==> src/shared/emc_defs.svh <==
// Memory controller offsets, fields, resets and timings.
// Assumes a 32-bit word register port.
`ifndef EMC_DEFS_SVH
`define EMC_DEFS_SVH
`define EMC_OFS_PROM_IO 8'h00
`define EMC_OFS_RAM 8'h04
`define EMC_OFS_SDRAM 8'h08
`define EMC_OFS_STATUS 8'h0C
`define EMC_RST_PROM_IO 32'h0001F01F
`define EMC_RST_RAM 32'h00000000
`define EMC_RST_SDRAM 32'h00000000
`define EMC_F_PROM_RD_WS 4:0
`define EMC_F_PROM_WIDTH 9:8
`define EMC_B_PROM_WR_EN 11
`define EMC_F_PROM_WR_WS 16:12
`define EMC_F_IO_WS 23:20
`define EMC_B_READY_EN 26
`define EMC_F_IO_WIDTH 28:27
`define EMC_B_SD_EN 14
`define EMC_F_SD_CMD 20:19
`define EMC_F_SD_BANK_SIZE 25:23
`define EMC_B_CAS_SEL 26
`define EMC_B_REF_EN 31
`define EMC_F_COL_BITS 2:0
`define EMC_F_REF_RELOAD 26:12
`define EMC_F_REF_PERIOD 30:27
`define EMC_B_TRP_SEL 31
`define EMC_COL_BASE 4'h8
`define EMC_SIZE_BASE_BIT 5'h16
`define EMC_REFRESH_CMD_PERIOD_BASE 5'h03
`define EMC_CMD_PRE 2'h1
`define EMC_CMD_REF 2'h2
`define EMC_CMD_LMR 2'h3
`define EMC_SD_NOP 3'h7
`define EMC_SD_ACT 3'h3
`define EMC_SD_RD 3'h5
`define EMC_SD_WR 3'h4
`define EMC_SD_PRE 3'h2
`define EMC_SD_REF 3'h1
`define EMC_SD_LMR 3'h0
`define EMC_LMR_ADDR 28'h000089C
`define EMC_LMR_CAS_BIT 6
`define EMC_PRE_ALL_BIT 12
`endif

==> src/shared/emc_pkg.sv <==
// Types shared by the memory controller modules.
// Assumes emc_defs.svh carries every number.
package emc_pkg;
  typedef enum logic [3:0] {
    ST_IDLE, ST_ACT, ST_RCD, ST_RW, ST_CAS, ST_PRE, ST_WAIT, ST_REF, ST_LMR,
    ST_LEAD, ST_STROBE, ST_READY, ST_TAIL, ST_OUT
  } emc_state_t;
  typedef enum logic [1:0] {W8, W16, W32} emc_width_t;
endpackage

==> src/shared/emc_sync_if.sv <==
// One pin level in, filtered level out.
// Assumes both ends on ref_clk.
interface emc_sync_if;
  logic raw;
  logic clean;
  modport sync (input raw, output clean);
  modport user (output raw, input clean);
endinterface

==> src/rtl/emc_sync.sv <==
// Three-flop synchroniser with agreement filter.
// Assumes the pin idles high, asynchronous to ref_clk.
module emc_sync (
  input wire logic ref_clk,
  input wire logic rst,
  emc_sync_if.sync link
);
  logic s1_r;
  logic s2_r;
  logic s3_r;
  logic clean_r;

  // A change counts once stages two and three agree
  always_ff @(posedge ref_clk) begin
    if (rst) begin
      s1_r <= 1'b1;
      s2_r <= 1'b1;
      s3_r <= 1'b1;
      clean_r <= 1'b1;
    end else begin
      s1_r <= link.raw;
      s2_r <= s1_r;
      s3_r <= s2_r;
      if (s2_r == s3_r) begin
        clean_r <= s3_r;
      end
    end
  end

  assign link.clean = clean_r;
endmodule

==> src/rtl/emc_top.sv <==
// Memory controller: SDRAM, PROM and I/O sequencing, config registers.
// Assumes one clock ref_clk, a synchronous reset and a single-beat register port.
// Overview of operation
// SDRAM chip size 4 MB to 512 MB from a 3-bit field.
// 8 to 12 column bits, 13 row bits, four banks, 32-bit data.
// Row and column on address 14:2, bank on 16:15.
// CAS, precharge, refresh period and interval programmable.
// Command field issues precharge, refresh or mode load, then clears.
// Mode load: page read burst, single write, sequential, CAS.
// CAS bit picks latency 2 or 3; change it with mode load.
// Mode address: 11,7,4,3,2 high, 6 is CAS bit, rest low.
// Refresh enable: periodic refresh to both chips at once.
// Refresh period is reload value plus one.
// Enable runs precharge, two refreshes, mode load on both chips.
// Access: activate, CAS wait, read or write, precharge.
// Bus burst gives burst read and back-to-back writes.
// Two PROM selects for low and high 256 MB halves.
// PROM read and write waits 0 to 31; write gate; width.
// 8, 16, 32-bit devices on top byte, top half, whole bus.
// Read lead-out drives the previous cycle's bus address.
// Upper I/O half aliases the lower half.
// I/O width 00 byte, 01 half, 1x word; same cycle shape.
// Software uses matching-size loads and stores on narrow I/O.
// I/O strobes stretched by up to 15 wait cycles.
// With ready on, strobe ends a clock after ready low; here it ends two clocks after the filtered ready_clean falls.
// Refresh counter reloads on expiry; due refresh waits for precharge.
module emc_top (
  input wire logic ref_clk,
  input wire logic rst,
  input wire logic [7:0] reg_addr,
  input wire logic [31:0] reg_wdata,
  input wire logic reg_wr,
  input wire logic reg_rd,
  output logic [31:0] reg_rdata,
  input wire logic bus_req,
  input wire logic [31:0] bus_addr,
  input wire logic bus_write,
  input wire logic bus_burst,
  input wire logic [3:0] bus_strb,
  input wire logic [31:0] bus_wdata,
  output logic bus_ack,
  output logic [31:0] bus_rdata,
  output logic [27:0] mem_addr,
  input wire logic [31:0] mem_data_in,
  output logic [31:0] mem_data_out,
  output logic mem_data_oe_n,
  output logic boot_rom_select_lo_n,
  output logic boot_rom_select_hi_n,
  output logic periph_select_n,
  output logic output_enable_n,
  output logic mem_write_n,
  input wire logic ready_n,
  output logic [1:0] sdram_chip_select_n,
  output logic sdram_row_strobe_n,
  output logic sdram_col_strobe_n,
  output logic sdram_write_en_n,
  output logic [3:0] sdram_byte_mask
);
  import emc_pkg::*;
  `include "emc_defs.svh"

  logic [31:0] prom_io_config_reg_r;
  logic [31:0] ram_config_reg_r;
  logic [31:0] sdram_config_reg_r;
  logic [31:0] reg_rdata_r;
  emc_state_t state_r;
  logic [4:0] cnt_r;
  logic [1:0] seq_r;
  logic in_init_r;
  logic sd_en_prev_r;
  logic init_pend_r;
  logic [14:0] ref_cnt_r;
  logic refresh_due_r;
  logic acc_wr_r;
  logic acc_io_r;
  logic [1:0] acc_cs_n_r;
  logic [11:0] col_r;
  logic [27:0] mem_addr_r;
  logic [31:0] mem_dout_r;
  logic mem_doe_n_r;
  logic rom_lo_n_r;
  logic rom_hi_n_r;
  logic io_n_r;
  logic oe_n_r;
  logic wr_n_r;
  logic [1:0] sd_cs_n_r;
  logic [2:0] sd_cmd_r;
  logic [3:0] sd_mask_r;
  logic bus_ack_r;
  logic [31:0] bus_rdata_r;
  logic ready_clean;
  emc_sync_if rdy_if ();

  // Decoded configuration
  logic sd_en;
  logic refresh_enable;
  logic [1:0] sd_cmd;
  logic [4:0] cas_delay;
  logic [4:0] precharge_to_activate;
  logic [4:0] refresh_cmd_period;
  logic [3:0] col_bits;
  logic [26:0] word_w;
  logic [12:0] row_w;
  logic [1:0] bank_w;
  logic [11:0] col_w;
  logic [1:0] cs_n_w;
  logic hit_rom;
  logic hit_io;
  logic hit_sd;
  emc_width_t width_w;
  logic [31:0] lane_wdata;
  logic [31:0] lane_rdata;
  logic [3:0] periph_wait_states;
  logic [4:0] strobe_ws;

  assign sd_en = ram_config_reg_r[`EMC_B_SD_EN];
  assign refresh_enable = ram_config_reg_r[`EMC_B_REF_EN];
  assign sd_cmd = ram_config_reg_r[`EMC_F_SD_CMD];
  assign cas_delay = ram_config_reg_r[`EMC_B_CAS_SEL] ? 5'h03 : 5'h02;
  assign precharge_to_activate = sdram_config_reg_r[`EMC_B_TRP_SEL] ? 5'h03 : 5'h02;
  assign refresh_cmd_period = `EMC_REFRESH_CMD_PERIOD_BASE + {1'b0, sdram_config_reg_r[`EMC_F_REF_PERIOD]};
  assign col_bits = `EMC_COL_BASE + {1'b0, sdram_config_reg_r[`EMC_F_COL_BITS]};

  // Column, row and bank by column width
  assign word_w = bus_addr[28:2];
  assign row_w = 13'(word_w >> col_bits);
  assign bank_w = 2'(word_w >> (5'(col_bits) + 5'h0D));
  assign col_w = 12'(word_w) & ~(12'hFFF << col_bits);
  // Chip select: address bit 22 plus size field
  assign cs_n_w = bus_addr[`EMC_SIZE_BASE_BIT + {2'h0, ram_config_reg_r[`EMC_F_SD_BANK_SIZE]}]
                  ? 2'h1 : 2'h2;

  // Region decode; I/O ignores bit 28 so halves alias
  assign hit_rom = (bus_addr[31:29] == 3'h0);
  assign hit_io = (bus_addr[31:29] == 3'h1);
  assign hit_sd = (bus_addr[31:29] == 3'h3) && sd_en;
  assign periph_wait_states = prom_io_config_reg_r[`EMC_F_IO_WS];
  assign strobe_ws = acc_io_r ? {1'b0, periph_wait_states} :
                     acc_wr_r ? prom_io_config_reg_r[`EMC_F_PROM_WR_WS] :
                     prom_io_config_reg_r[`EMC_F_PROM_RD_WS];

  // Lane steering; cycle shape is width independent
  always_comb begin
    logic [1:0] wsel;
    wsel = acc_io_r ? prom_io_config_reg_r[`EMC_F_IO_WIDTH] : prom_io_config_reg_r[`EMC_F_PROM_WIDTH];
    width_w = wsel[1] ? W32 : (wsel[0] ? W16 : W8);
    lane_wdata = bus_wdata;
    lane_rdata = mem_data_in;
    if (width_w == W8) begin
      lane_wdata = {4{bus_wdata[8'(31 - 8 * bus_addr[1:0]) -: 8]}};
      lane_rdata = {4{mem_data_in[31:24]}};
    end else if (width_w == W16) begin
      lane_wdata = bus_addr[1] ? {2{bus_wdata[15:0]}} : {2{bus_wdata[31:16]}};
      lane_rdata = {2{mem_data_in[31:16]}};
    end
  end

  // Ready passes the three-flop filter
  assign rdy_if.raw = ready_n;
  assign ready_clean = rdy_if.clean;
  emc_sync u_sync (
    .ref_clk(ref_clk),
    .rst(rst),
    .link(rdy_if.sync)
  );

  // Register writes; software beats the command clear
  always_ff @(posedge ref_clk) begin
    if (rst) begin
      prom_io_config_reg_r <= `EMC_RST_PROM_IO;
      ram_config_reg_r <= `EMC_RST_RAM;
      sdram_config_reg_r <= `EMC_RST_SDRAM;
    end else begin
      if (reg_wr && reg_addr == `EMC_OFS_PROM_IO) begin
        prom_io_config_reg_r <= reg_wdata;
      end
      if (reg_wr && reg_addr == `EMC_OFS_RAM) begin
        ram_config_reg_r <= reg_wdata;
      end else if (state_r == ST_IDLE && !init_pend_r && sd_cmd != 2'h0) begin
        ram_config_reg_r[`EMC_F_SD_CMD] <= 2'h0;
      end
      if (reg_wr && reg_addr == `EMC_OFS_SDRAM) begin
        sdram_config_reg_r <= reg_wdata;
      end
    end
  end

  // Read data stand for exactly one cycle; unmapped offsets read zero
  always_ff @(posedge ref_clk) begin
    if (rst) begin
      reg_rdata_r <= 32'h00000000;
    end else begin
      reg_rdata_r <= 32'h00000000;
      if (reg_rd) begin
        case (reg_addr)
          `EMC_OFS_PROM_IO: reg_rdata_r <= prom_io_config_reg_r;
          `EMC_OFS_RAM: reg_rdata_r <= ram_config_reg_r;
          `EMC_OFS_SDRAM: reg_rdata_r <= sdram_config_reg_r;
          `EMC_OFS_STATUS: reg_rdata_r <= {24'h0, state_r, in_init_r, init_pend_r,
                                           refresh_due_r, ready_clean};
          default: reg_rdata_r <= 32'h00000000;
        endcase
      end
    end
  end

  // Enable edge arms init; edge wins over clear
  always_ff @(posedge ref_clk) begin
    if (rst) begin
      sd_en_prev_r <= 1'b0;
      init_pend_r <= 1'b0;
    end else begin
      sd_en_prev_r <= sd_en;
      if (sd_en && !sd_en_prev_r) begin
        init_pend_r <= 1'b1;
      end else if (state_r == ST_IDLE) begin
        init_pend_r <= 1'b0;
      end
    end
  end

  // Refresh timer; expiry wins over the due clear
  always_ff @(posedge ref_clk) begin
    if (rst) begin
      ref_cnt_r <= 15'h0000;
      refresh_due_r <= 1'b0;
    end else begin
      if (!refresh_enable || ref_cnt_r == 15'h0000) begin
        ref_cnt_r <= sdram_config_reg_r[`EMC_F_REF_RELOAD];
      end else begin
        ref_cnt_r <= ref_cnt_r - 15'h0001;
      end
      if (refresh_enable && ref_cnt_r == 15'h0000) begin
        refresh_due_r <= 1'b1;
      end else if (state_r == ST_REF) begin
        refresh_due_r <= 1'b0;
      end
    end
  end

  // Main sequencer; all pins from flops
  always_ff @(posedge ref_clk) begin
    if (rst) begin
      state_r <= ST_IDLE;
      cnt_r <= 5'h00;
      seq_r <= 2'h0;
      in_init_r <= 1'b0;
      acc_wr_r <= 1'b0;
      acc_io_r <= 1'b0;
      acc_cs_n_r <= 2'h3;
      col_r <= 12'h000;
      mem_addr_r <= 28'h0000000;
      mem_dout_r <= 32'h00000000;
      mem_doe_n_r <= 1'b1;
      rom_lo_n_r <= 1'b1;
      rom_hi_n_r <= 1'b1;
      io_n_r <= 1'b1;
      oe_n_r <= 1'b1;
      wr_n_r <= 1'b1;
      sd_cs_n_r <= 2'h3;
      sd_cmd_r <= `EMC_SD_NOP;
      sd_mask_r <= 4'hF;
      bus_ack_r <= 1'b0;
      bus_rdata_r <= 32'h00000000;
    end else begin
      sd_cmd_r <= `EMC_SD_NOP;
      sd_cs_n_r <= 2'h3;
      sd_mask_r <= 4'hF;
      bus_ack_r <= 1'b0;
      case (state_r)
        ST_IDLE: begin
          mem_doe_n_r <= 1'b1;
          acc_cs_n_r <= 2'h0;
          // Housekeeping goes first at idle; a due refresh still waits for a burst stream to end
          if (init_pend_r) begin
            in_init_r <= 1'b1;
            seq_r <= 2'h0;
            state_r <= ST_PRE;
          end else if (sd_cmd == `EMC_CMD_PRE) begin
            state_r <= ST_PRE;
          end else if (sd_cmd == `EMC_CMD_REF) begin
            state_r <= ST_REF;
          end else if (sd_cmd == `EMC_CMD_LMR) begin
            state_r <= ST_LMR;
          end else if (refresh_due_r && refresh_enable) begin
            state_r <= ST_REF;
          end else if (bus_ack_r) begin
            // The ack edge still shows the old request; skip it
          end else if (bus_req && hit_sd) begin
            acc_wr_r <= bus_write;
            acc_cs_n_r <= cs_n_w;
            col_r <= col_w;
            state_r <= ST_ACT;
          end else if (bus_req && (hit_rom || hit_io)) begin
            acc_wr_r <= bus_write;
            acc_io_r <= hit_io;
            if (bus_write && hit_rom && !prom_io_config_reg_r[`EMC_B_PROM_WR_EN]) begin
              bus_ack_r <= 1'b1; // Gated write completes without a strobe
            end else begin
              mem_addr_r <= bus_addr[27:0];
              rom_lo_n_r <= !(hit_rom && !bus_addr[28]);
              rom_hi_n_r <= !(hit_rom && bus_addr[28]);
              io_n_r <= !hit_io;
              mem_dout_r <= lane_wdata;
              mem_doe_n_r <= !bus_write;
              state_r <= ST_LEAD;
            end
          end else if (bus_req) begin
            bus_ack_r <= 1'b1; // Unmapped or disabled space answers zero
            bus_rdata_r <= 32'h00000000;
          end
        end
        ST_ACT: begin
          sd_cmd_r <= `EMC_SD_ACT;
          sd_cs_n_r <= acc_cs_n_r;
          mem_addr_r <= {11'h000, bank_w, row_w, 2'h0};
          cnt_r <= cas_delay - 5'h02;
          state_r <= ST_RCD;
        end
        ST_RCD: begin
          cnt_r <= cnt_r - 5'h01;
          if (cnt_r == 5'h00) begin
            state_r <= ST_RW;
            bus_ack_r <= acc_wr_r; // Write beats acked one cycle ahead
          end
        end
        ST_RW: begin
          sd_cs_n_r <= acc_cs_n_r;
          mem_addr_r <= {11'h000, bank_w, col_r[11:10], 1'b0, col_r[9:0], 2'h0};
          if (acc_wr_r) begin
            // Each beat is its own write command, so a burst has no idle slot
            sd_cmd_r <= `EMC_SD_WR;
            sd_mask_r <= ~bus_strb;
            mem_dout_r <= bus_wdata;
            mem_doe_n_r <= 1'b0;
            bus_ack_r <= bus_burst;
            col_r <= col_r + 12'h001;
            if (!bus_burst) begin
              state_r <= ST_PRE;
            end
          end else begin
            sd_cmd_r <= `EMC_SD_RD;
            sd_mask_r <= 4'h0;
            cnt_r <= cas_delay;
            state_r <= ST_CAS;
          end
        end
        ST_CAS: begin
          sd_mask_r <= 4'h0;
          if (cnt_r != 5'h00) begin
            cnt_r <= cnt_r - 5'h01;
          end else begin
            // Precharge cuts the page burst
            bus_ack_r <= 1'b1;
            bus_rdata_r <= mem_data_in;
            if (!bus_burst) begin
              state_r <= ST_PRE;
            end
          end
        end
        ST_PRE: begin
          sd_cmd_r <= `EMC_SD_PRE;
          sd_cs_n_r <= acc_cs_n_r;
          mem_doe_n_r <= 1'b1;
          mem_addr_r <= 28'h0000000;
          mem_addr_r[`EMC_PRE_ALL_BIT] <= 1'b1;
          cnt_r <= precharge_to_activate - 5'h02;
          state_r <= ST_WAIT;
        end
        ST_REF: begin
          sd_cmd_r <= `EMC_SD_REF;
          sd_cs_n_r <= 2'h0;
          cnt_r <= refresh_cmd_period - 5'h02;
          state_r <= ST_WAIT;
        end
        ST_LMR: begin
          sd_cmd_r <= `EMC_SD_LMR;
          sd_cs_n_r <= 2'h0;
          mem_addr_r <= `EMC_LMR_ADDR;
          mem_addr_r[`EMC_LMR_CAS_BIT] <= ram_config_reg_r[`EMC_B_CAS_SEL];
          cnt_r <= precharge_to_activate - 5'h02;
          state_r <= ST_WAIT;
        end
        ST_WAIT: begin
          cnt_r <= cnt_r - 5'h01;
          if (cnt_r == 5'h00) begin
            if (in_init_r && seq_r != 2'h3) begin
              seq_r <= seq_r + 2'h1;
              state_r <= (seq_r == 2'h2) ? ST_LMR : ST_REF;
            end else begin
              in_init_r <= 1'b0;
              state_r <= ST_IDLE;
            end
          end
        end
        ST_LEAD: begin
          oe_n_r <= acc_wr_r;
          wr_n_r <= !acc_wr_r;
          cnt_r <= strobe_ws;
          state_r <= ST_STROBE;
        end
        ST_STROBE: begin
          if (cnt_r != 5'h00) begin
            cnt_r <= cnt_r - 5'h01;
          end else if (acc_io_r && prom_io_config_reg_r[`EMC_B_READY_EN]) begin
            state_r <= ST_READY;
          end else begin
            state_r <= ST_TAIL;
          end
        end
        ST_READY: begin
          if (!ready_clean) begin
            state_r <= ST_TAIL;
          end
        end
        ST_TAIL: begin
          oe_n_r <= 1'b1;
          wr_n_r <= 1'b1;
          rom_lo_n_r <= 1'b1;
          rom_hi_n_r <= 1'b1;
          io_n_r <= 1'b1;
          mem_doe_n_r <= 1'b1;
          bus_ack_r <= 1'b1;
          bus_rdata_r <= lane_rdata;
          state_r <= acc_wr_r ? ST_IDLE : ST_OUT;
        end
        ST_OUT: begin
          // Lead-out shows the previous cycle's bus address
          mem_addr_r <= bus_addr[27:0];
          state_r <= ST_IDLE;
        end
        default: begin
          state_r <= ST_IDLE;
        end
      endcase
    end
  end

  assign reg_rdata = reg_rdata_r;
  assign bus_ack = bus_ack_r;
  assign bus_rdata = bus_rdata_r;
  assign mem_addr = mem_addr_r;
  assign mem_data_out = mem_dout_r;
  assign mem_data_oe_n = mem_doe_n_r;
  assign boot_rom_select_lo_n = rom_lo_n_r;
  assign boot_rom_select_hi_n = rom_hi_n_r;
  assign periph_select_n = io_n_r;
  assign output_enable_n = oe_n_r;
  assign mem_write_n = wr_n_r;
  assign sdram_chip_select_n = sd_cs_n_r;
  assign {sdram_row_strobe_n, sdram_col_strobe_n, sdram_write_en_n} = sd_cmd_r;
  assign sdram_byte_mask = sd_mask_r;
endmodule

==> config.mk <==
export PLATFORM = sky130hd
export DESIGN_NAME = emc_top
export DESIGN_NICKNAME = d
export VERILOG_FILES = /design/src/shared/emc_pkg.sv /design/src/shared/emc_sync_if.sv /design/src/rtl/emc_sync.sv /design/src/rtl/emc_top.sv
export VERILOG_INCLUDE_DIRS = /design/src /design/src/shared
export SDC_FILE = /design/constraint.sdc
export NUM_CORES = 1
export LEC_CHECK = 0
export ABC_AREA = 0
export BUFFER_PORTS_ARGS = -buffer_cell sky130_fd_sc_hd__clkbuf_2
export CORE_ASPECT_RATIO = 1.75
export CORE_MARGIN = 5
export CORE_UTILIZATION = 56
export CTS_CLUSTER_DIAMETER = 40
export DETAILED_ROUTE_END_ITERATION = 8
export GPL_TIMING_DRIVEN = 1
export HOLD_SLACK_MARGIN = 0.12
export PLACE_DENSITY = 0.82
export SKIP_CTS_REPAIR_TIMING = 1
export SYNTH_ARGS = -nofsm -noshare
export SYNTH_HDL_FRONTEND = slang
export SYNTH_SLANG_ARGS = --single-unit
==> constraint.sdc <==
create_clock -name ref_clk -period 3.2 [get_ports ref_clk]
set_clock_uncertainty 0.15 [all_clocks]
set_input_delay 0.64 -clock ref_clk [delete_from_list [all_inputs] [get_ports ref_clk]]
set_output_delay 0.64 -clock ref_clk [all_outputs]
set_load 0.01 [all_outputs]
[Word level (Yosys, flattened, before mapping)]
Index checks and enable logic that the tools add are counted.
Storage, ports and cells
  register bits after elaboration: 286
  bits of input ports: 148
  logic and storage cells: 349
  output and inout bits: 140
Operators by class
  shift operators: 4
  reduce and logical (&&, ||, !) cells: 69
  order comparisons: 1
  eq/ne operators: 51
  multiplexer cells: 167
  add/sub/neg operators: 12
  bitwise gates (word level): 11
Operators by type and width (number)
  two-way mux 32 bit: 23
  two-way mux 28 bit: 9
  case mux 28 bit (6 select lines): 1
  case mux 32 bit (4 select lines): 1
  two-way mux 12 bit: 8
  case mux 32 bit (3 select lines): 1
  two-way mux 4 bit: 20
  two-way mux 1 bit: 64
  case mux 32 bit (2 select lines): 1
  case mux 4 bit (11 select lines): 1
  inequality test 2 bit (second input constant): 21
  indexed part select 39 x 9 -> 8 bit: 1
  case mux 5 bit (7 select lines): 1
  two-way mux 2 bit: 15
  right shift 27 x 4 -> 13 bit: 1
  right shift 27 x 5 -> 2 bit: 1
  == test 4 bit (second input constant): 6
  two-way mux 24 bit: 1
  case mux 12 bit (2 select lines): 1
  AND reduction 11 bit: 2
  two-way mux 5 bit: 4
  AND reduction 10 bit: 2
  AND reduction 9 bit: 2
  nonzero test 2 bit: 9
  other kinds (60): 119

[Depth between registers and ports, before layout]
Gate-level depths: netlist of run 1.
  depth in word-level cells: 16
  depth in mapped cells: 9
  gate-level depth less buffers: 7

[Modules after synthesis]
A second synthesis of run 1 with hierarchy kept.
Unflattened totals
  cells, all modules: 1767
  area, all modules: 14184.9 µm²
By module, submodules not included
  emc_top: cells an instance 1757, instances 1, area an instance 14069.7 µm², seq. area each 5645.4 µm²
  emc_sync: cells an instance 10, instances 1, area an instance 115.1 µm², seq. area each 80.1 µm²

[Least setup slack after synthesis of run 1]
OpenSTA, ideal clock, no wires.
  path type: reg2reg
  start point: reg ram_config_reg_r[19]
  end point: reg mem_addr_r[12], in the netlist mem_addr[12]
  period minus slack after synthesis: 2.461 ns
  buffers on the path: 2
  arrival time: 2.178 ns
  setup time: 0.132 ns
  path slack: 0.739 ns
  cell stages (with the launch flop): 10
  data required time: 2.918 ns
  cells stage by stage: dfxtp_1 inv_1 ha_1 or4_4 a211o_1 o21a_1 buf_2 clkbuf_1 nand2_1 a21oi_1
On the way
  cells in the longest elaborated chain, start to end: 3
  elaborated cells between the ends (all ways): 7
  those cells by class: 6 x eq/ne; 1 x reduce/logical
Ends and longest elaborated chain
  from (decl): RTL line emc_top.sv:63  | logic [31:0] ram_config_reg_r;
  from (signal assigned): RTL line emc_top.sv:171  | ram_config_reg_r <= `EMC_RST_RAM;
  from (signal assigned): RTL line emc_top.sv:178  | ram_config_reg_r <= reg_wdata;
  == test 2 bit (no line) or == test 2 x 1 -> 1 bit (tied branches)
  inequality test 2 bit (no line)
  AND reduction 10 bit (no line) *
  to (signal assigned): RTL line emc_top.sv:300  | mem_addr_r <= bus_addr[27:0];
  to (signal assigned): RTL line emc_top.sv:316  | mem_addr_r <= {11'h000, bank_w, row_w, 2'h0};
  to (signal assigned): RTL line emc_top.sv:329  | mem_addr_r <= {11'h000, bank_w, col_r[11:10], 1'b0, col_r[9:0], 2'h0};
  to (decl): RTL line emc_top.sv:78  | logic [27:0] mem_addr_r;
Every way passes the cells marked *; elsewhere a longest branch is shown, timed or not.
A chain may end at the register's enable or synchronous reset.

[Worst setup path after layout of run 1]
  start point: reg ram_config_reg_r[19]
  end point: reg mem_dout_r[3], in the netlist mem_data_out[3]
On the way
  cells in the longest elaborated chain, start to end: 3
  elaborated cells between the ends (all ways): 7
  those cells by class: 6 x eq/ne; 1 x reduce/logical
Ends and longest elaborated chain
  == test 2 bit (no line) or == test 2 x 1 -> 1 bit (tied branches)
  inequality test 2 bit (no line)
  AND reduction 11 bit (no line) *
  to (signal assigned): RTL line emc_top.sv:304  | mem_dout_r <= lane_wdata;
  to (signal assigned): RTL line emc_top.sv:334  | mem_dout_r <= bus_wdata;
  to (decl): RTL line emc_top.sv:79  | logic [31:0] mem_dout_r;
Marks and branches as above.

==> summary.md, run 1 <==
| Metric | Value |
|---|---|
| Status | `finished, final reports clean` |
| FP Rows | `77` |
| Initial Util | `56.4%` |
| Final setup vio count | `0` |
| # diodes | `0` |
| Die footprint | `~0.029 sq mm` |
| RSZ-0062 raised after global routing | `no` |
| Layout area overhead | `19.7%` |
| Die height | `~220 um` |
| TritonCTS clock tree | `done` |
| First-pass GRT wire length | `~73000 um` |
| Compound-Gate Fraction of Synth Area | `21.2%` |
| DR vias/cell | `6.31` |
| Final worst-path cycle share | `91.1%` |
| Total CTS buffers | `31` |
| Seq/Total Area, Yosys | `40.4%` |
| Port-buffer cells | `approximately 290` |
| Worst min-delay path category | `in -> reg` |
| Slew Limit Fails | `0` |
| DRT Wirelength | `47500 um` |
| Final GP Congestion | `0.968` |
| Initial antenna violation count | `0` |
| Post-Place Cells | `2240` |
| Yosys reg bits | `286` |
| Core area | `0.0251 sq mm` |
| Post-synthesis instance area | `0.0142 sq mm` |
| Mapped Cells | `1726` |
| Tmin final | `2920 ps` |
| Startpoint types | `flop` |
| Post-route setup TNS | `0 ps` |
| Mux share of post-synthesis cell area | `9.38%` |
| Fmax | `343 MHz` |
| WL/cell | `20.7 um` |
| Relative slew slack | `3.42%` |
| Max FO, Critical Path | `18` |
| Syn nets | `1887` |
| Avg Cell Area, Syn | `8.21 sq um` |
| IO Count | `between 200 and 300` |
| Critical path arrival | `3170 ps` |
| Slew @ Worst Pin | `1450 ps` |
| Leakage power | `6.66 nW` |
| Pwr dens | `750 mW/mm^2` |
| Layout cells sized above 1 | `between 20% and 30%` |
| Clock buffer depth | `3` |
| Simple-gate portion of the synthesized area | `roughly 22%` |
| Via count | `14496` |
| Gr ovfl total | `0` |
| Worst-Skew Late Latency | `570 ps` |
| CTS Sinks | `286` |
| Max cap viols | `0` |
| Largest family of logic cells by synthesized area | `simple AND/OR/NAND/NOR gates` |
| Critical path class | `reg -> reg` |
| Initial DRT Pass Iterations | `6` |
| Final non-filler cell total | `2297` |
| Synth Area in XOR/XNOR | `less than 1%` |
| # DRC | `0` |
| Post-synth top flop | `dfxtp_1` |
| Reg clk slew, reported paths | `60 ps` |
| Synth Area in Adders | `1.15%` |
| Post-DP HPWL | `33900 um` |
| Final Hold Vio Count | `0` |
| Number of cells on the worst reg-to-reg path | `7` |
| Fin nets | `2120` |
| CTS root buffer | `clkbuf_16` |
| Die width | `130 um` |
| EDFF count, synth | `0` |
| Peak VDD IR | `around 0.54 mV` |
| Synth async-reset ratio | `0%` |
| Warnings, synthesis | `0` |
| H-tree levels | `1` |
| WHS Path Cells | `2` |
| WP data required | `approximately 3500 ps` |
| GRT Total Usage | `31.5%` |
| CP Capture Type | `flop` |
| Yosys cell types | `86` |
| ANT nets after route | `0` |
| Vias in the first global route | `13902` |
| Initial DRC Count | `~1300` |
| Largest net degree at the start of global routing | `245` |
## critical path: stages, from the launching register on
cell and delay [ps]:
dfxtp_1 450, inv_1 100, ha_1 210, or4_4 500, nor2_2 300, a31oi_2 430, a221oi_1 470, a211oi_1 140
## state kept, by name (all words and copies together), names as in the netlist, 2 cells and up
signal,flops
col_r,12
reg_rdata,32
prom_io_config_reg_r,32
acc_cs_n_r,2
mem_addr,28
seq_r,2
bus_rdata,32
ref_cnt_r,15
sd_cmd_r,3
ram_config_reg_r,32
sdram_byte_mask,4
state_r,4
sdram_config_reg_r,32
mem_data_out,32
cnt_r,5
sdram_chip_select_n,2
## cell usage after synthesis (all sizes together), types with 17 or more instances
library cell	count	area, sq um
mux4	25	563
a211oi	51	398
o22ai	21	131
nor3	55	275
a21oi	185	926
mux2	21	236
o21ai	46	234
dfxtp	286	5730
clkbuf	93	349
nor2b	25	156
inv	18	67.6
nand2	288	1080
nand3	37	185
o211ai	17	128
nor2	184	693
mux2i	53	531
a221oi	27	236
buf	46	231
## layout by cell type (no fill, tap or decap), types with 21 or more instances in the layout
cell type  instances
a211oi_1          48
a21oi_1          185
a221oi_1          27
buf_4             45
clkbuf_16         31
clkbuf_2         286
dfxtp_1          286
mux2_2            21
mux2i_1           53
mux4_2            25
nand2_1          288
nand3_1           37
nor2_1           183
nor2b_1           23
nor3_1            54
o21ai_0           42
o22ai_1           21
## layer usage
metal  track usage (%)  vias up  wire length, um  share of wire [%]
li1                  -     6680                -                  -
met1              35.3     6901            16800                 35
met2              55.7      726            24300                 51
met3              4.40      189             3490                7.3
met4              18.9        0             2960                6.2
met5                 0        -                0                  0
## final cells by class
class | count | area [sq um]
Multi-Input combinational cell | 1281 | 7830
Sequential cell | 286 | 5730
Inverter | 20 | 75.1
Fill cell | 2058 | 8180
Clock buffer | 40 | 850
Timing Repair Buffer | 339 | 1900
Tap cell | 316 | 395
Clock inverter | 15 | 186
## power breakdown
part / switching, W / internal (W)
clock network: 0.00153 / 0.00213
registers: 0.000401 / 0.00406
logic: 0.00285 / 0.00175
total: 0.00478 / 0.00794
## per-stage QoR
| stage | utilization, % | setup WS [ps] | hold WS [ps] | total power (W) | cell area [sq um] |
|---|---|---|---|---|---|
| after floorplan | - | 739 | 239 | 0.00736 | 14200 |
| after detailed placement | 63.3 | 255 | 261 | 0.00902 | 15900 |
| after global placement | 63.3 | 306 | 268 | 0.00891 | 15900 |
| after global routing | 67.5 | 135 | 125 | 0.0133 | 17000 |
| after CTS | 67.4 | 325 | 92.1 | 0.0127 | 16900 |
| final | 67.5 | 285 | 121 | 0.0127 | 17000 |
## worst paths after layout
kind,from,to,slack (ps)
worst max-delay path,ram_config_reg_r[19]$_SDFFE_PP0P_,mem_data_out[3]$_SDFFE_PP0P_,280
worst min-delay path,bus_strb[2],sdram_byte_mask[2]$_SDFF_PP1_,120
worst max register to register,ram_config_reg_r[19]$_SDFFE_PP0P_,mem_data_out[3]$_SDFFE_PP0P_,280
worst min register to register,u_sync.s1_r$_SDFF_PP1_,u_sync.s2_r$_SDFF_PP1_,270
## kinds of logic after synthesis
kind of cell             count (synthesis)
AO/OA/AOI/OAI                          457
AND/OR/NAND/NOR                        699
multiplexers                            99
flip-flops                             286
adder cells (fa/ha/maj)                 13
buffers and inverters                  159
XOR/XNOR                                13
No activity file was read; power rests on OpenSTA's default activity.
==> run 2: changes to the inputs <==
--- a/config.mk
+++ b/config.mk
@@ -10,13 +10,14 @@
 export BUFFER_PORTS_ARGS = -buffer_cell sky130_fd_sc_hd__clkbuf_2
 export CORE_ASPECT_RATIO = 1.75
 export CORE_MARGIN = 5
-export CORE_UTILIZATION = 56
+export CORE_UTILIZATION = 60
 export CTS_CLUSTER_DIAMETER = 40
 export DETAILED_ROUTE_END_ITERATION = 8
 export GPL_TIMING_DRIVEN = 1
 export HOLD_SLACK_MARGIN = 0.12
-export PLACE_DENSITY = 0.82
+export PLACE_DENSITY = 0.87
 export SKIP_CTS_REPAIR_TIMING = 1
+export SLEW_MARGIN = 10
 export SYNTH_ARGS = -nofsm -noshare
 export SYNTH_HDL_FRONTEND = slang
 export SYNTH_SLANG_ARGS = --single-unit
==> constraint.sdc (replaced) <==
create_clock -name ref_clk -period 3.4 [get_ports ref_clk]
set_clock_uncertainty 0.15 [all_clocks]
set_input_delay 0.68 -clock ref_clk [delete_from_list [all_inputs] [get_ports ref_clk]]
set_output_delay 0.68 -clock ref_clk [all_outputs]
set_load 0.01 [all_outputs]
==> summary.md, run 2 (synthesis gave the netlist of run 1 again) <==
| Metric | Value |
|---|---|
| Status | `finished, final reports clean` |
| Port-buffer cells | `287 (unchanged)` |
| Worst setup margin | `464 ps (+179 ps)` |
| CTS Sinks | `286 (unchanged)` |
| Slew Limit Fails | `0 (unchanged)` |
| Final worst-path cycle share | `86.4% (-4.7 points)` |
| Die height | `213 um (-3.2%)` |
| Initial Util | `60.8% (+4.4 points)` |
| Post-route setup TNS | `0 ps (unchanged)` |
| WHS Path Cells | `2 (unchanged)` |
| Post-DP HPWL | `34300 um (+1.2%)` |
| Number of cells on the worst reg-to-reg path | `7 (unchanged)` |
| Critical path arrival | `3200 ps (+30 ps)` |
| Final setup vio count | `0 (unchanged)` |
| Layout cells sized above 1 | `23.7% (-0.056 points)` |
| Post-Place Cells | `2229 (-0.49%)` |
| Most common cell after layout, fill and taps aside | `nand2_1` |
| Initial DRT Pass Iterations | `8 (+2)` |
| Crit-path cells | `inv_1 > ha_1 > or4_4 > nor2_2 > a31oi_2 > a211oi_1 > a211oi_1` |
| CTS root buffer | `clkbuf_16` |
| CP delay by family, top | `compound AO/OA/AOI/OAI gates` |
| Core area | `0.0233 sq mm (-7.2%)` |
| FF-to-FF Start | `ram_config_reg_r[19]$_SDFFE_PP0P_` |
| Slowest CP cell | `a211oi_1` |
| Fin nets | `2116 (-0.19%)` |
| Final non-filler cell total | `2279 (-0.78%)` |
| IO Count | `288 (unchanged)` |
| DRT Wirelength | `47700 um (+0.41%)` |
| Hold path startpoint | `bus_strb[0]` |
| Slew @ Worst Pin | `1290 ps (-158 ps)` |
| Relative slew slack | `14.0% (+11 points)` |
| Final Power | `0.0117 W (-7.7%)` |
| Vias in the first global route | `14188 (+2.1%)` |
| Die footprint | `0.0269 sq mm (-6.3%)` |
| WL/cell | `20.9 um (+1.2%)` |
| Worst min-delay path category | `in -> reg` |
| Final Hold Vio Count | `0 (unchanged)` |
| Clock buffer depth | `3 (unchanged)` |
| Layout area overhead | `18.7%` |
| Max cap viols | `0 (unchanged)` |
| Fmax | `341 MHz (-0.71%)` |
| Max FO, Critical Path | `18 (unchanged)` |
| Gr ovfl total | `0 (unchanged)` |
| Leakage power | `6.62 nW (-0.62%)` |
| Total CTS buffers | `28 (-9.7%)` |
| Worst reg2reg setup slack | `460 ps (+180 ps)` |
| Critical path class | `reg -> reg` |
| Via count | `14598 (+0.70%)` |
| FILL cells | `1803 (-12%)` |
| Initial antenna violation count | `2 (+2)` |
| CP Capture Type | `flop` |
| Pwr dens | `698 mW/mm^2 (-7.0%)` |
| Placed cell areas | `0.0158 sq mm (-0.39%)` |
| DR vias/cell | `6.41 (+1.5%)` |
| Reg clk slew, reported paths | `70 ps (about the same)` |
| H-tree levels | `1 (unchanged)` |
| Worst-Skew Late Latency | `560 ps (about the same)` |
| RSZ-0062 raised after global routing | `no` |
| WP buf/inv | `1 (unchanged)` |
| Largest net degree at the start of global routing | `71 (-71%)` |
| Die width | `126 um (-3.1%)` |
| FP Rows | `74 (-3.9%)` |
| WHS Endpoint | `sdram_byte_mask[0]$_SDFF_PP1_` |
| ANT nets after route | `0 (unchanged)` |
| Tmin final | `2940 ps (+21.0 ps)` |
| GRT Total Usage | `33.6% (+2.1 points)` |
| Final GP Congestion | `0.994 (+2.7%)` |
| Final instance area | `0.0168 sq mm (-0.77%)` |
| Initial DRC Count | `1557 (+22%)` |
| Setup WS pre-CTS | `451 ps (+196 ps)` |
| WP data required | `3670 ps (+210 ps)` |
| TritonCTS clock tree | `done` |
| Max stage delay on crit path | `520 ps (+20 ps)` |
| Commonest cells after routing, fill and taps aside | `288 x nand2_1, 286 x dfxtp_1, 286 x clkbuf_2, 185 x a21oi_1, 183 x nor2_1` |
| Worst R2R End | `mem_data_out[6]$_SDFFE_PP0P_` |
| Peak VDD IR | `0.481 mV (-11%)` |
| First-pass GRT wire length | `73800 um (+1.4%)` |
| # DRC | `0 (unchanged)` |
| Startpoint types | `flop` |
| Most used cell, CP | `a211oi_1` |
run 2: worst max path at each step:
stage,start,to,depth (start not counted)
floorplan,reg_addr[1],sdram_config_reg_r[10]$_SDFFE_PP0P_,7
global placement,bus_addr[29],mem_data_out[18]$_SDFFE_PP0P_,6
detailed placement,reg_addr[1],sdram_config_reg_r[4]$_SDFFE_PP0P_,6
CTS,ram_config_reg_r[20]$_SDFFE_PP0P_,mem_data_out[6]$_SDFFE_PP0P_,7
global route,ram_config_reg_r[20]$_SDFFE_PP0P_,mem_data_out[22]$_SDFFE_PP0P_,7
finish,ram_config_reg_r[19]$_SDFFE_PP0P_,mem_data_out[6]$_SDFFE_PP0P_,7
run 2: routing by layer:
layer | track usage, % | share of wire [%] | vias to the layer above
met1 | 36.6 | 34 | 6881
met2 | 59.8 | 51 | 829
met3 | 4.29 | 7.3 | 237
met5 | 0 | 0 | -
li1 | - | - | 6651
met4 | 24.2 | 7.7 | 0
run 2: report_power, final:
part | switching (W) | total, W | leakage (nW) | internal (W)
Clock | 0.00139 | 0.00335 | 0.480 | 0.00196
Sequential | 0.000380 | 0.00420 | 2.32 | 0.00382
Combinational | 0.00259 | 0.00419 | 3.82 | 0.00160
Total | 0.00436 | 0.0117 | 6.62 | 0.00739
run 2: cell type report:
cell class	count	area, sq um	share of cell area, %
sequential	286	5730	34.0
antenna	2	5.00	0.0297
tap	304	380	2.26
inverter	20	75.1	0.446
multi-input combinational	1281	7830	46.5
timing repair buffer	338	1840	10.9
clock inverter	17	240	1.43
clock buffer	31	743	4.42
run 2: per-stage QoR:
| stage | hold WS, ps | util [%] |
|---|---|---|
| 2_1_floorplan | 239 | - |
| 6_report | 156 | 72.1 |
| 5_1_grt | 160 | 72.1 |
| 3_3_place_gp | 263 | 67.9 |
| 4_1_cts | 148 | 72.1 |
| 3_5_place_dp | 262 | 67.9 |
